==> src/logic/ppr_consts.vh <==
// constants for the peripheral pin remap unit
`ifndef PPR_CONSTS_VH
`define PPR_CONSTS_VH

// word indexes on the register bus (byte address = 4 * index)
`define PPR_IN_SEL_BASE     7'h00
`define PPR_IN_SEL_COUNT    7'h18
`define PPR_OUT_SEL_BASE    7'h20
`define PPR_OUT_SEL_COUNT   7'h20
`define PPR_CFG_CTRL_IDX    7'h40
`define PPR_UNLOCK_KEY_IDX  7'h41
`define PPR_BOOT_CFG3_IDX   7'h42

// field positions
`define PPR_LOCK_BIT        13
`define PPR_ONE_SHOT_BIT    29

// reset values
`define PPR_SEL_RESET       4'h0
`define PPR_LOCK_RESET      1'b0
`define PPR_ONE_SHOT_RESET  1'b1

// unlock key value, arbitrary
`define PPR_UNLOCK_KEY      32'hA5C3_5A3C

// level fed to a peripheral input whose selector is reserved
`define PPR_INACTIVE_LEVEL  1'b0

// device variant straps
`define PPR_USB_VARIANT     1'b0
`define PPR_PIN44_VARIANT   1'b1

// output selector codes
`define PPR_OUT_NONE        4'h0
`define PPR_OUT_CODE1       4'h1
`define PPR_OUT_CODE2       4'h2
`define PPR_OUT_CODE3       4'h3
`define PPR_OUT_CODE4       4'h4
`define PPR_OUT_CODE5       4'h5
`define PPR_OUT_CODE6       4'h6
`define PPR_OUT_CODE7       4'h7

// pins without an output selector (input-only remappable pins)
`define PPR_PIN_B4_IDX      5'h02
`define PPR_PIN_A4_IDX      5'h12
// pins missing on USB variants
`define PPR_PIN_B11_IDX     5'h0B
`define PPR_PIN_B6_IDX      5'h11
`define PPR_PIN_B10_IDX     5'h1B
// within a group, codes from this one up sit on 44-pin-only pins
`define PPR_PIN44_FIRST     3'h5

`endif

==> src/logic/ppr_pin_remap_unit.v <==
// peripheral pin remap crossbar with avalon-mm register slave
//
// Register access over Avalon-MM and the register addresses were decided locally.
`timescale 1ns/1ps
`include "ppr_consts.vh"

module ppr_pin_remap_unit (
    input  wire        clock,
    input  wire        reset,
    input  wire [8:0]  address,
    input  wire        read,
    input  wire        write,
    input  wire [3:0]  byteenable,
    input  wire [31:0] writedata,
    output wire [31:0] readdata,
    output wire        waitrequest,
    input  wire        oneShotLockOpt,
    input  wire [31:0] pinIn,
    input  wire [31:0] portLatch,
    input  wire [31:0] portOutEn,
    input  wire [31:0] analogSel,
    output wire [31:0] pinOut,
    output wire [31:0] pinOutEn,
    input  wire        uart1Transmit,
    input  wire        uart2RequestToSend,
    input  wire        spi1SelectOut,
    input  wire        usbBusPowerEnable,
    input  wire        compareOut1,
    input  wire        compareOut2,
    input  wire        compareOut3,
    input  wire        compareOut4,
    input  wire        compareOut5,
    input  wire        comparator1Result,
    input  wire        comparator2Result,
    input  wire        comparator3Result,
    input  wire        spi1DataOut,
    input  wire        spi2DataOut,
    input  wire        refClockOut,
    input  wire        uart1RequestToSend,
    input  wire        uart2Transmit,
    input  wire        spi2SelectOut,
    output wire        extIrq4,
    output wire        timer2ClockIn,
    output wire        captureInput4,
    output wire        spi1Select,
    output wire        refClockIn,
    output wire        extIrq3,
    output wire        timer3ClockIn,
    output wire        captureInput3,
    output wire        uart1ClearToSend,
    output wire        uart2Receive,
    output wire        spi1DataIn,
    output wire        extIrq2,
    output wire        timer4ClockIn,
    output wire        captureInput1,
    output wire        captureInput5,
    output wire        uart1Receive,
    output wire        uart2ClearToSend,
    output wire        spi2DataIn,
    output wire        compareFaultB,
    output wire        extIrq1,
    output wire        timer5ClockIn,
    output wire        captureInput2,
    output wire        spi2Select,
    output wire        compareFaultA
);

    reg  [3:0]  inSel_r [0:23];
    reg  [3:0]  outSel_r [0:31];
    reg         lock_r, unlockArm_r, optMeta_r, optSync_r, waitReq_r, remapDrive;
    reg  [31:0] pinMeta_r, pinSync_r, pinOut_r, pinOutNxt, pinOutEn_r, pinOutEnNxt;
    reg  [31:0] readdata_r, rdNxt;
    reg  [23:0] periphIn_r;
    reg  [23:0] periphInNxt;
    reg  [3:0]  inCode;
    reg  [4:0]  inIdx;
    reg  [1:0]  muxRes;
    integer     i;
    // separate loop index so the crossbar and the selector reset never share a driver
    integer     j;

    wire [6:0]  wordIdx = address[8:2];
    wire        wrTake  = write && !waitReq_r;
    wire        selWrOk = wrTake && !lock_r && byteenable[0];
    wire [17:0] periphBus = {spi2SelectOut, uart2Transmit, uart1RequestToSend, refClockOut,
                             spi2DataOut, spi1DataOut, comparator3Result, comparator2Result,
                             comparator1Result, compareOut5, compareOut4, compareOut3,
                             compareOut2, compareOut1, usbBusPowerEnable, spi1SelectOut,
                             uart2RequestToSend, uart1Transmit};

    // group of a peripheral input, in the order of the input selector registers
    function [1:0] inGroup;
        input [4:0] idx;
        begin
            if (idx < 5'h05)
                inGroup = 2'h0;
            else if (idx < 5'h0B)
                inGroup = 2'h1;
            else if (idx < 5'h13)
                inGroup = 2'h2;
            else
                inGroup = 2'h3;
        end
    endfunction

    // a pin index is group * 8 + its input decode code
    function pinPresent;
        input [4:0] idx;
        begin
            pinPresent = 1'b1;
            if (!`PPR_PIN44_VARIANT && idx[2:0] >= `PPR_PIN44_FIRST)
                pinPresent = 1'b0;
            if (`PPR_USB_VARIANT && (idx == `PPR_PIN_B11_IDX || idx == `PPR_PIN_B6_IDX
                                     || idx == `PPR_PIN_B10_IDX))
                pinPresent = 1'b0;
        end
    endfunction

    function hasOutSel;
        input [4:0] idx;
        begin
            hasOutSel = pinPresent(idx) && idx != `PPR_PIN_B4_IDX && idx != `PPR_PIN_A4_IDX;
        end
    endfunction

    // returns {connected, level}; reserved codes and code zero connect nothing
    function [1:0] outMux;
        input [1:0]  grp;
        input [3:0]  code;
        input [17:0] bus;
        begin
            outMux = 2'h0;
            case (grp)
                2'h0:
                begin
                    case (code)
                        `PPR_OUT_CODE1: outMux = {1'b1, bus[0]};
                        `PPR_OUT_CODE2: outMux = {1'b1, bus[1]};
                        `PPR_OUT_CODE3: outMux = {1'b1, bus[2]};
                        `PPR_OUT_CODE4: outMux = {`PPR_USB_VARIANT, bus[3]};
                        `PPR_OUT_CODE5: outMux = {1'b1, bus[4]};
                        `PPR_OUT_CODE7: outMux = {1'b1, bus[10]};
                        default:        outMux = 2'h0;
                    endcase
                end
                2'h1:
                begin
                    case (code)
                        `PPR_OUT_CODE3: outMux = {1'b1, bus[12]};
                        `PPR_OUT_CODE4: outMux = {1'b1, bus[13]};
                        `PPR_OUT_CODE5: outMux = {1'b1, bus[5]};
                        `PPR_OUT_CODE7: outMux = {1'b1, bus[11]};
                        default:        outMux = 2'h0;
                    endcase
                end
                2'h2:
                begin
                    case (code)
                        `PPR_OUT_CODE3: outMux = {1'b1, bus[12]};
                        `PPR_OUT_CODE4: outMux = {1'b1, bus[13]};
                        `PPR_OUT_CODE5: outMux = {1'b1, bus[7]};
                        `PPR_OUT_CODE6: outMux = {1'b1, bus[8]};
                        `PPR_OUT_CODE7: outMux = {1'b1, bus[14]};
                        default:        outMux = 2'h0;
                    endcase
                end
                default:
                begin
                    case (code)
                        `PPR_OUT_CODE1: outMux = {1'b1, bus[15]};
                        `PPR_OUT_CODE2: outMux = {1'b1, bus[16]};
                        `PPR_OUT_CODE4: outMux = {1'b1, bus[17]};
                        `PPR_OUT_CODE5: outMux = {1'b1, bus[6]};
                        `PPR_OUT_CODE7: outMux = {1'b1, bus[9]};
                        default:        outMux = 2'h0;
                    endcase
                end
            endcase
        end
    endfunction

    // pins and the option strap come from outside this clock domain
    always @(posedge clock or posedge reset)
    begin
        if (reset)
        begin
            pinMeta_r <= 32'h0;
            pinSync_r <= 32'h0;
            optMeta_r <= `PPR_ONE_SHOT_RESET;
            optSync_r <= `PPR_ONE_SHOT_RESET;
        end
        else
        begin
            pinMeta_r <= pinIn;
            pinSync_r <= pinMeta_r;
            optMeta_r <= oneShotLockOpt;
            optSync_r <= optMeta_r;
        end
    end

    // crossbar, input side per peripheral and output side per pin
    always @*
    begin
        inCode      = 4'h0;
        inIdx       = 5'h0;
        muxRes      = 2'h0;
        remapDrive  = 1'b0;
        periphInNxt = 24'h0;
        pinOutNxt   = 32'h0;
        pinOutEnNxt = 32'h0;
        for (i = 0; i < 24; i = i + 1)
        begin
            inCode = inSel_r[i];
            inIdx  = {inGroup(i[4:0]), inCode[2:0]};
            if (!inCode[3] && pinPresent(inIdx))
                periphInNxt[i] = pinSync_r[inIdx];
            else
                periphInNxt[i] = `PPR_INACTIVE_LEVEL;
        end
        for (i = 0; i < 32; i = i + 1)
        begin
            muxRes     = outMux(i[4:3], outSel_r[i], periphBus);
            remapDrive = muxRes[1] && hasOutSel(i[4:0]) && !analogSel[i];
            if (remapDrive)
            begin
                pinOutNxt[i]   = muxRes[0];
                pinOutEnNxt[i] = 1'b1;
            end
            else
            begin
                pinOutNxt[i]   = portLatch[i];
                pinOutEnNxt[i] = portOutEn[i];
            end
        end
    end

    always @*
    begin
        rdNxt = 32'h0;
        if (wordIdx < `PPR_IN_SEL_COUNT)
            rdNxt = {28'h0, inSel_r[wordIdx[4:0]]};
        else if (wordIdx >= `PPR_OUT_SEL_BASE && wordIdx < `PPR_CFG_CTRL_IDX)
            rdNxt = {28'h0, outSel_r[wordIdx[4:0]]};
        else if (wordIdx == `PPR_CFG_CTRL_IDX)
            rdNxt[`PPR_LOCK_BIT] = lock_r;
        else if (wordIdx == `PPR_BOOT_CFG3_IDX)
            rdNxt[`PPR_ONE_SHOT_BIT] = optSync_r;
    end

    // every access gets exactly one wait cycle, which keeps readdata a flop output
    always @(posedge clock or posedge reset)
    begin
        if (reset)
        begin
            waitReq_r  <= 1'b1;
            readdata_r <= 32'h0;
        end
        else
        begin
            waitReq_r <= !((read || write) && waitReq_r);
            if (read && waitReq_r)
                readdata_r <= rdNxt;
        end
    end

    // lock and unlock arming; any other write between key and config disarms
    always @(posedge clock or posedge reset)
    begin
        if (reset)
        begin
            lock_r      <= `PPR_LOCK_RESET;
            unlockArm_r <= 1'b0;
        end
        else if (wrTake)
        begin
            unlockArm_r <= wordIdx == `PPR_UNLOCK_KEY_IDX && writedata == `PPR_UNLOCK_KEY;
            if (wordIdx == `PPR_CFG_CTRL_IDX && unlockArm_r && byteenable[1])
            begin
                if (writedata[`PPR_LOCK_BIT] || !(lock_r && optSync_r))
                    lock_r <= writedata[`PPR_LOCK_BIT];
            end
        end
    end

    always @(posedge clock or posedge reset)
    begin
        if (reset)
        begin
            for (j = 0; j < 24; j = j + 1)
                inSel_r[j] <= `PPR_SEL_RESET;
            for (j = 0; j < 32; j = j + 1)
                outSel_r[j] <= `PPR_SEL_RESET;
        end
        else if (selWrOk)
        begin
            if (wordIdx < `PPR_IN_SEL_COUNT)
                inSel_r[wordIdx[4:0]] <= writedata[3:0];
            else if (wordIdx >= `PPR_OUT_SEL_BASE && wordIdx < `PPR_CFG_CTRL_IDX
                     && hasOutSel(wordIdx[4:0]))
                outSel_r[wordIdx[4:0]] <= writedata[3:0];
        end
    end

    always @(posedge clock or posedge reset)
    begin
        if (reset)
        begin
            periphIn_r <= {24{`PPR_INACTIVE_LEVEL}};
            pinOut_r   <= 32'h0;
            pinOutEn_r <= 32'h0;
        end
        else
        begin
            periphIn_r <= periphInNxt;
            pinOut_r   <= pinOutNxt;
            pinOutEn_r <= pinOutEnNxt;
        end
    end

    assign readdata         = readdata_r;
    assign waitrequest      = waitReq_r;
    assign pinOut           = pinOut_r;
    assign pinOutEn         = pinOutEn_r;
    assign extIrq4          = periphIn_r[0];
    assign timer2ClockIn    = periphIn_r[1];
    assign captureInput4    = periphIn_r[2];
    assign spi1Select       = periphIn_r[3];
    assign refClockIn       = periphIn_r[4];
    assign extIrq3          = periphIn_r[5];
    assign timer3ClockIn    = periphIn_r[6];
    assign captureInput3    = periphIn_r[7];
    assign uart1ClearToSend = periphIn_r[8];
    assign uart2Receive     = periphIn_r[9];
    assign spi1DataIn       = periphIn_r[10];
    assign extIrq2          = periphIn_r[11];
    assign timer4ClockIn    = periphIn_r[12];
    assign captureInput1    = periphIn_r[13];
    assign captureInput5    = periphIn_r[14];
    assign uart1Receive     = periphIn_r[15];
    assign uart2ClearToSend = periphIn_r[16];
    assign spi2DataIn       = periphIn_r[17];
    assign compareFaultB    = periphIn_r[18];
    assign extIrq1          = periphIn_r[19];
    assign timer5ClockIn    = periphIn_r[20];
    assign captureInput2    = periphIn_r[21];
    assign spi2Select       = periphIn_r[22];
    assign compareFaultA    = periphIn_r[23];

endmodule // ppr_pin_remap_unit

==> config.mk <==
export PLATFORM = sky130hd
export DESIGN_NAME = ppr_pin_remap_unit
export DESIGN_NICKNAME = d
export VERILOG_FILES = /design/src/logic/ppr_pin_remap_unit.v
export VERILOG_INCLUDE_DIRS = /design/src /design/src/logic
export SDC_FILE = /design/constraint.sdc
export NUM_CORES = 1
export LEC_CHECK = 0
export BUFFER_PORTS_ARGS = -buffer_cell sky130_fd_sc_hd__buf_2
export CAP_MARGIN = 10
export CORE_UTILIZATION = 45
export DETAILED_ROUTE_END_ITERATION = 7
export PLACE_DENSITY_LB_ADDON = 0.08
export SYNTH_ARGS = -nofsm -noshare
export SYNTH_HDL_FRONTEND = slang
export SYNTH_SLANG_ARGS = --single-unit
export TNS_END_PERCENT = 1
==> constraint.sdc <==
create_clock -name clock -period 13.7 [get_ports clock]
set_clock_uncertainty 0.05 [all_clocks]
set_input_delay 2.74 -clock clock [delete_from_list [all_inputs] [get_ports clock]]
set_output_delay 2.74 -clock clock [all_outputs]
set_load 0.005 [all_outputs]
==> results of run 1 <==
[cells by family (layout without fill, tap and decap cells)]
group | after synthesis | in the layout | synth area share (%)
multiplexers | 430 | 430 | 29.4
AND/OR/NAND/NOR | 340 | 340 | 9.82
AO/OA/AOI/OAI | 175 | 175 | 5.62
flip-flops | 387 | 387 | 51.7
other | 1 | 27 | 0.0200
buffers and inverters | 119 | 373 | 3.05
XOR/XNOR | 8 | 8 | 0.374
[final cells by class]
type                    count  area [um^2]  share of cell area, %
repair buffers            293         1490                   6.81
flip-flops and latches    387         9690                   44.2
multi-input cells         979         8580                   39.1
clock buffers              63         1250                   5.71
clock inverters            12          216                  0.987
diodes                      1         2.50                 0.0114
inverters                   5         26.3                  0.120
well taps                 532          666                   3.04
[layer usage]
layer | vias to the layer above | wire length [um] | global-route usage, %
li1 | 5859 | - | -
met1 | 6579 | 21900 | 32.9
met2 | 448 | 24700 | 39.5
met3 | 97 | 3250 | 5.11
met4 | 6 | 1700 | 8.22
met5 | - | 43 | 0
[worst reg2reg max path: cells and delay by family, from the launching register on]
| kind | cells | cell delay, ns |
|---|---|---|
| AND/OR/NAND/NOR | 4 | 1.59 |
| flip-flops | 1 | 0.39 |
| multiplexers | 1 | 0.35 |
[sequential cells by signal, summed over array words and instances, names as in the netlist]
signal,flops
readdata,6
pinSync_r,32
pinMeta_r,32
inCode,4
pinOutEn,32
outMux.code,4
outSel_r,124
optSync_r,1
waitrequest,1
lock_r,1
unlockArm_r,1
pinOut,32
periphIn_r,24
optMeta_r,1
inSel_r,92
[power by group through the flow]
stage                     clock (W)  combinational [W]  sequential [W]
after floorplan                   0           0.000128         0.00123
after global placement            0           0.000203         0.00124
after detailed placement          0           0.000206         0.00124
after CTS                   0.00123           0.000207         0.00122
after global routing        0.00128           0.000224         0.00122
final                       0.00120           0.000203         0.00122
[layout by cell type, fill, tap and decap left out, drive strengths merged, types with 3 or more instances in the layout]
master,synthesis,routed
or3,11,11
buf,51,293
mux2,216,216
a31oi,8,8
nand4b,4,4
nand2,112,112
a21o,7,7
or4bb,5,5
dfstp,3,3
or4b,4,4
clkinv,0,4
mux2i,139,139
and4b,8,8
xor2,8,8
inv,5,6
conb,1,26
clkbuf,63,63
nand3b,19,19
nor2,68,68
nor4,10,10
nor3,11,11
bufinv,0,6
mux4,75,75
nor2b,9,9
a22oi,5,5
a211o,3,3
nor4bb,4,4
o211ai,16,16
nand3,19,19
nand2b,34,34
o21ai,69,69
o22ai,41,41
a21oi,16,16
nand4,11,11
a211oi,5,5
dfrtp,384,384
[per-stage QoR]
step | total power [W] | instances
global placement | 0.00144 | 2196
global route | 0.00273 | 2271
CTS | 0.00265 | 2271
finish | 0.00263 | 2272
detailed placement | 0.00144 | 2196
floorplan | 0.00136 | 1485
[worst paths after layout]
path,end,cells past startpoint,startpoint
min in group asynchronous,pinOut[5],2,reset
min reg2reg,pinSync_r[29],0,pinMeta_r[29]
max in group asynchronous,inSel_r[38],4,reset
max,readdata[3],7,address[3]
min,pinSync_r[29],0,pinMeta_r[29]
max reg2reg,outSel_r[15],5,waitrequest
==> metrics.md, run 1 <==
| Metric | Value |
|---|---|
| Status | finished clean |
| CTS Buf Count | 43 |
| Routed vias/inst | approximately 5.7 |
| Antenna viol nets, final | 0 |
| Part of the power in registers | between 40% and 50% |
| Final instance area | 0.0219 mm^2 |
| Initial antenna violation count | 4 |
| Pre-Repair DR Iteration Count | 5 |
| Final worst setup slack | 8.23 ns |
| All-Layer GR Usage | around 24% |
| Netlist cell types | 54 |
| Cell family with most CP delay | buffers and inverters |
| Sw Ratio | 23.2% |
| Placed Area | slightly above 0.02 mm^2 |
| Area Growth Syn to Fin | 17.0% |
| Port bufs | between 200 and 300 |
| Clock-pin slew on the worst setup and hold paths | 0.06 ns |
| First-pass GRT wire length | around 78,000 um |
| FILL cells | roughly 3,600 |
| FF+latch count, synth | ~390 |
| Async set-or-reset flop fraction in the synthesized netlist | 100% |
| Starting Density | between 40% and 50% |
| # clock sinks | roughly 390 |
| Gate power share | 7.7% |
| Minimum clock period | about 5.5 ns |
| Slew Viols, Final | 0 |
| Die W | slightly above 200 um |
| Fin util | a little over half |
| Core box area | 0.0409 mm^2 |
| Drt drc | 0 |
| Rows | 74 |
| Final worst path period share | 39.9% |
| Synthesis Warnings | 0 |
| FF-to-FF setup slack | 11.19 ns |
| HPWL Detailed | around 35,000 um |
| Worst path slowest cell | buf_4 |
| CTS tree | built |
| Worst Max-Slew Pin Slew | just under 1 ns |
| Setup TNS | 0 ns |
| Root Buffer | clkbuf_16 |
| Critical-path cell list | buf_4 > buf_4 > mux2i_1 > o22ai_1 > nor4_1 > nand2_1 > a221o_1 |
| CTS H-Tree Depth | 2 |
| CP max FO | 55 |
| Post-cts sizing count | 0 |
| Worst slack, placed | 7.75 ns |
| Insertion delay to the later sink of the worst-skew pair | approximately 0.56 ns |
| # hold bufs at CTS | 0 |
| Aggregate global routing overflow | 0 |
| I/O pin cnt | around 320 |
| Worst vdd ir | 0.0742 mV |
| Int Pwr | approximately 0.0020 W |
| Die area | about 0.042 mm^2 |
| Hold_ws | roughly 0.29 ns |
| Die Y-Extent | 206 um |
| Area contributors post-synth | dfrtp_1, mux2_2, mux4_2 |
| Worst Path Arrival | ~6 ns |
| Leakage power | 10.2 nW |
| Synth top cells by count | dfrtp_1, mux2_2, mux2i_1 |
| Final setup viols | 0 |
| Worst hold path type | flip-flop to flip-flop |
| Sw Pwr | between 0.0006 and 0.0007 W |
| Routed wire length | between 50,000 and 60,000 um |
| Clock group share of total power | 45.9% |
| Via count | approximately 13,000 |
| Slowest stage delay, CP | approximately 0.87 ns |
| WP data required | ~14 ns |
| Post-synth top area cell | dfrtp_1 |
| Top-area cell type share of the netlist area | just over 50% |
| Worst setup SP type | input port |
| Routed WL per cell | about 23 um |
| CTS Buffer Depth | 3 |
| RSZ-0062 raised after global routing | false |
| RePlAce Congestion | 0.924 |
| Number of global-route vias before repair | between 10,000 and 15,000 |
| Most frequent CP cell | buf_4 |
| Maxcap violations | 0 |
| Slew margin rel. | a little over a third |
| Post-Syn Instances | roughly 1,500 |
| Starting DRT DRC Count | between 1,000 and 1,500 |
| CP Capture Type | flip-flop |
| Critical path type | input port to flip-flop |
| Synthesized cell area | about 0.019 mm^2 |
| Share of cells above drive strength 1 | between 30 and 40% |
| Final Hold Viols | 0 |
| Post-CTS setup buffers | 0 |
| Mean Syn Cell Area | between 10 and 15 um^2 |
| P per Cell Area | about 120 mW/mm^2 |
| Commonest register cell after synthesis | dfrtp_1 |
| Pin count of the biggest net entering global routing | 94 |
| FMAX | ~180 MHz |
| Sequential share of the synthesized area | a little over 50% |
| Post-synth EDFFs | 0 |
| Most frequent cell after synthesis | dfrtp_1 |
| Worst path bufs/invs | 2 |
| NumNets Final | approximately 1,900 |
No activity file was read; power rests on OpenSTA's default activity.
==> run 2, diff against run 1 <==
--- a/config.mk
+++ b/config.mk
@@ -6,6 +6,7 @@
 export SDC_FILE = /design/constraint.sdc
 export NUM_CORES = 1
 export LEC_CHECK = 0
+export ABC_AREA = 1
 export BUFFER_PORTS_ARGS = -buffer_cell sky130_fd_sc_hd__buf_2
 export CAP_MARGIN = 10
 export CORE_UTILIZATION = 45
==> constraint.sdc (replaced) <==
create_clock -name clock -period 5.2 [get_ports clock]
set_clock_uncertainty 0.05 [all_clocks]
set_input_delay 1.04 -clock clock [delete_from_list [all_inputs] [get_ports clock]]
set_output_delay 1.04 -clock clock [all_outputs]
set_load 0.005 [all_outputs]
==> run 2 against run 1 <==
Via count rose by 36%. Wire length increased by 10%. Utilization down 0.077 points. Sequential power increased to 2.6 times the previous value. Largest cell class unchanged.
==> metrics.md, run 2 <==
| Metric | Value |
|---|---|
| Status | finished clean |
| Mean Syn Cell Area | 7.70 um^2 (-40%) |
| Initial antenna violation count | 3 (-1) |
| Commonest register cell after synthesis | dfrtp_1 |
| FF-to-FF setup slack | 2.97 ns (-8.22 ns) |
| Post-synth top area cell | dfrtp_1 |
| Most frequent cells in the layout | nand2_1, o21ai_0, dfrtp_1, buf_2, inv_1 |
| Post-Layout Cell Count | 3,313 (+46%) |
| Critical Path Stages | 8 (+1) |
| FMAX | ~300 MHz |
| CTS Buf Count | 43 (unchanged) |
| Post-Syn Instances | 2,504 (+72%) |
| Top-area cell type share of the netlist area | 49.8% (-1.5 points) |
| Slew margin rel. | 32.9% (-1.8 points) |
| WP data required | 5.55 ns (-8.54 ns) |
| Clock group share of total power | 47.2% (+1.3 points) |
| RSZ-0062 raised after global routing | false |
| Post-synth EDFFs | 0 (unchanged) |
| Post-CTS setup buffers | 0 (unchanged) |
| Worst Path Arrival | 3.63 ns (-2.23 ns) |
| Rows | 75 (+1.4%) |
| Reg-to-Reg End | outSel_r[69] |
| P per Cell Area | 315 mW/mm^2 (+160%) |
| Die W | 209 um (+1.4%) |
| Routed wire length | 56,800 um (+10%) |
| Starting Density | 45.8% (about the same) |
| Port bufs | 283 (unchanged) |
| Sw Ratio | 24.6% (+1.4 points) |
| Area contributors post-synth | dfrtp_1, nand2_1, o21ai_0 |
| Placed Instances | 3,234 (+47%) |
| Area Growth Syn to Fin | 16.9% |
| R2r worst-path depth | 8 (+3) |
| Routed vias/inst | 5.32 (-6.9%) |
| Synth top cells by count | nand2_1, o21ai_0, dfrtp_1 |
| Share of cells above drive strength 1 | 15.7% (-23 points) |
| Insertion delay to the later sink of the worst-skew pair | 0.59 ns (+0.03 ns) |
| # hold bufs at CTS | 0 (unchanged) |
| Setup TNS | 0 ns (unchanged) |
| Max reg flops | 124 (unchanged) |
| Clock-pin slew on the worst setup and hold paths | 0.06 ns (about the same) |
| Worst hold path type | flip-flop to flip-flop |
| Worst setup SP type | input port |
| Antenna viol nets, final | 0 (unchanged) |
| Leakage power | 10.7 nW (+5.0%) |
| Fin util | 53.5% (-0.077 points) |
| CTS tree | built |
| HPWL Detailed | 38,300 um (+7.9%) |
| Minimum clock period | 3.28 ns |
| CP max FO | 53 (-3.6%) |
| Pre-Repair DR Iteration Count | 5 (unchanged) |
| Critical-path cell list | buf_4 > inv_2 > nor2_4 > inv_1 > nor2_4 > nand2_1 > nand2_1 > o21ai_0 |
| Die Y-Extent | 209 um (+1.4%) |
| Critical path type | input port to flip-flop |
| I/O pin cnt | 317 (unchanged) |
| Int Pwr | 0.00536 W (+170%) |
| Biggest register | outSel_r |
| All-Layer GR Usage | 26.0% (+1.5 points) |
| Netlist cell types | 39 (-28%) |
| Worst Max-Slew Pin Slew | 1.00 ns (+0.0238 ns) |
| Worst vdd ir | 0.262 mV (+250%) |
| Drt drc | 0 (unchanged) |
| Maxcap violations | 0 (unchanged) |
| Final worst path period share | ~63% |
| Starting DRT DRC Count | 1,556 (+55%) |
| Final Hold Viols | 0 (unchanged) |
| Worst setup path startpoint | address[2] |
| Most frequent cell after synthesis | nand2_1 |
| Largest regs | outSel_r x124, inSel_r x92 |
| Core box area | 0.0421 mm^2 (+3.0%) |
| Sw Pwr | 0.00175 W (+190%) |
| Via count | 17,600 (+36%) |
| Gate power share | 7.7% (about the same) |
| Slowest stage delay, CP | 0.54 ns (-0.33 ns) |
| Overall power consumption | 0.00711 W (+170%) |
| Sequential share of the synthesized area | 50.2% (-1.5 points) |
| Part of the power in registers | 45.1% (-1.3 points) |
| Hold path cells | 0 (unchanged) |
| Cell family with most CP delay | simple AND/OR/NAND/NOR gates |
| Crit path to | outSel_r[72] |
| CTS Buffer Depth | 3 (unchanged) |
| CTS H-Tree Depth | 2 (unchanged) |
| CP Capture Type | flip-flop |
| Synthesized cell area | 0.0193 mm^2 (+2.9%) |
| Synthesis Warnings | 0 (unchanged) |
| Number of global-route vias before repair | 16,700 (+28%) |
| FILL cells | 4,052 (+12%) |
| Aggregate global routing overflow | 0 (unchanged) |
| Worst path bufs/invs | 3 (+1) |
| Most common cell after layout, fill and taps aside | nand2_1 |
| Root Buffer | clkbuf_16 |
| Worst path slowest cell | inv_2 |
| Die area | 0.0437 mm^2 (+2.9%) |
| Async set-or-reset flop fraction in the synthesized netlist | 100% (unchanged) |
| Final setup viols | 0 (unchanged) |
| NumNets Final | 2,936 (+54%) |
| # clock sinks | 387 (unchanged) |
| Pin count of the biggest net entering global routing | 111 (+18%) |
| Slew Viols, Final | 0 (unchanged) |
| FF+latch count, synth | 387 (unchanged) |
| Routed WL per cell | 17.1 um (-24%) |
| First-pass GRT wire length | 89,800 um (+16%) |
| Reg2reg start | waitrequest |
| Post-cts sizing count | 0 (unchanged) |
| RePlAce Congestion | 0.876 (-5.2%) |
[run 2: cell types whose count changed in the layout (fill, tap and decap cells not counted), moves of 34 or more]
cell	delta
o21ai_0	+324
inv_1	+162
a21oi_1	+104
mux2_2	-213
nand2b_1	-34
nand2_1	+804
nor2_1	+64
mux4_2	-75
mux2i_1	-139
[run 2: how the worst min path moves through the flow]
stage | startpoint | end | slack (ns)
finish | pinMeta_r[7] | pinSync_r[7] | 0.28
global route | pinMeta_r[7] | pinSync_r[7] | 0.30
CTS | pinMeta_r[7] | pinSync_r[7] | 0.28
detailed placement | pinMeta_r[21] | pinSync_r[21] | 0.28
global placement | pinMeta_r[17] | pinSync_r[17] | 0.28
floorplan | pinMeta_r[0] | pinSync_r[0] | 0.28
[run 2: layout make-up]
| type | count | area (um^2) | area share [%] |
|---|---|---|---|
| tap | 539 | 674 | 2.99 |
| clock inverter | 22 | 352 | 1.56 |
| antenna | 2 | 5.00 | 0.0222 |
| clock buffer | 55 | 1220 | 5.42 |
| multi-input combinational | 1836 | 8380 | 37.2 |
| sequential | 387 | 9690 | 43.0 |
| timing repair buffer | 297 | 1560 | 6.93 |
| inverter | 175 | 661 | 2.93 |
[run 2: metal layers]
layer	wire [um]	global-route usage, %
met1	24700	34.9
met5	0	0
met4	1290	8.11
met3	3800	4.25
met2	27000	43.2
[run 2: power groups by stage]
| stage | Sequential [W] | Combinational (W) | Clock [W] |
|---|---|---|---|
| after floorplan | 0.00323 | 0.000332 | 0 |
| after global placement | 0.00326 | 0.000537 | 0 |
| after detailed placement | 0.00326 | 0.000547 | 0 |
| after CTS | 0.00321 | 0.000550 | 0.00343 |
| after global routing | 0.00322 | 0.000615 | 0.00354 |
| final | 0.00321 | 0.000545 | 0.00336 |
[run 2: per-stage QoR]
step / hold slack (ns) / instance area (um^2) / worst slack [ns]
after CTS: 0.280 / 22500 / 1.97
after global routing: 0.302 / 22500 / 1.75
after floorplan: 0.281 / 19400 / -1.09
final: 0.279 / 22500 / 1.92
after global placement: 0.282 / 21000 / 1.41
after detailed placement: 0.285 / 21000 / 1.37
[run 2: logic make-up after synthesis]
logic type / synth area share, %
other: 0.0194
AND/OR/NAND/NOR: 25.3
flip-flops: 50.2
AO/OA/AOI/OAI: 17.6
buffers and inverters: 6.83
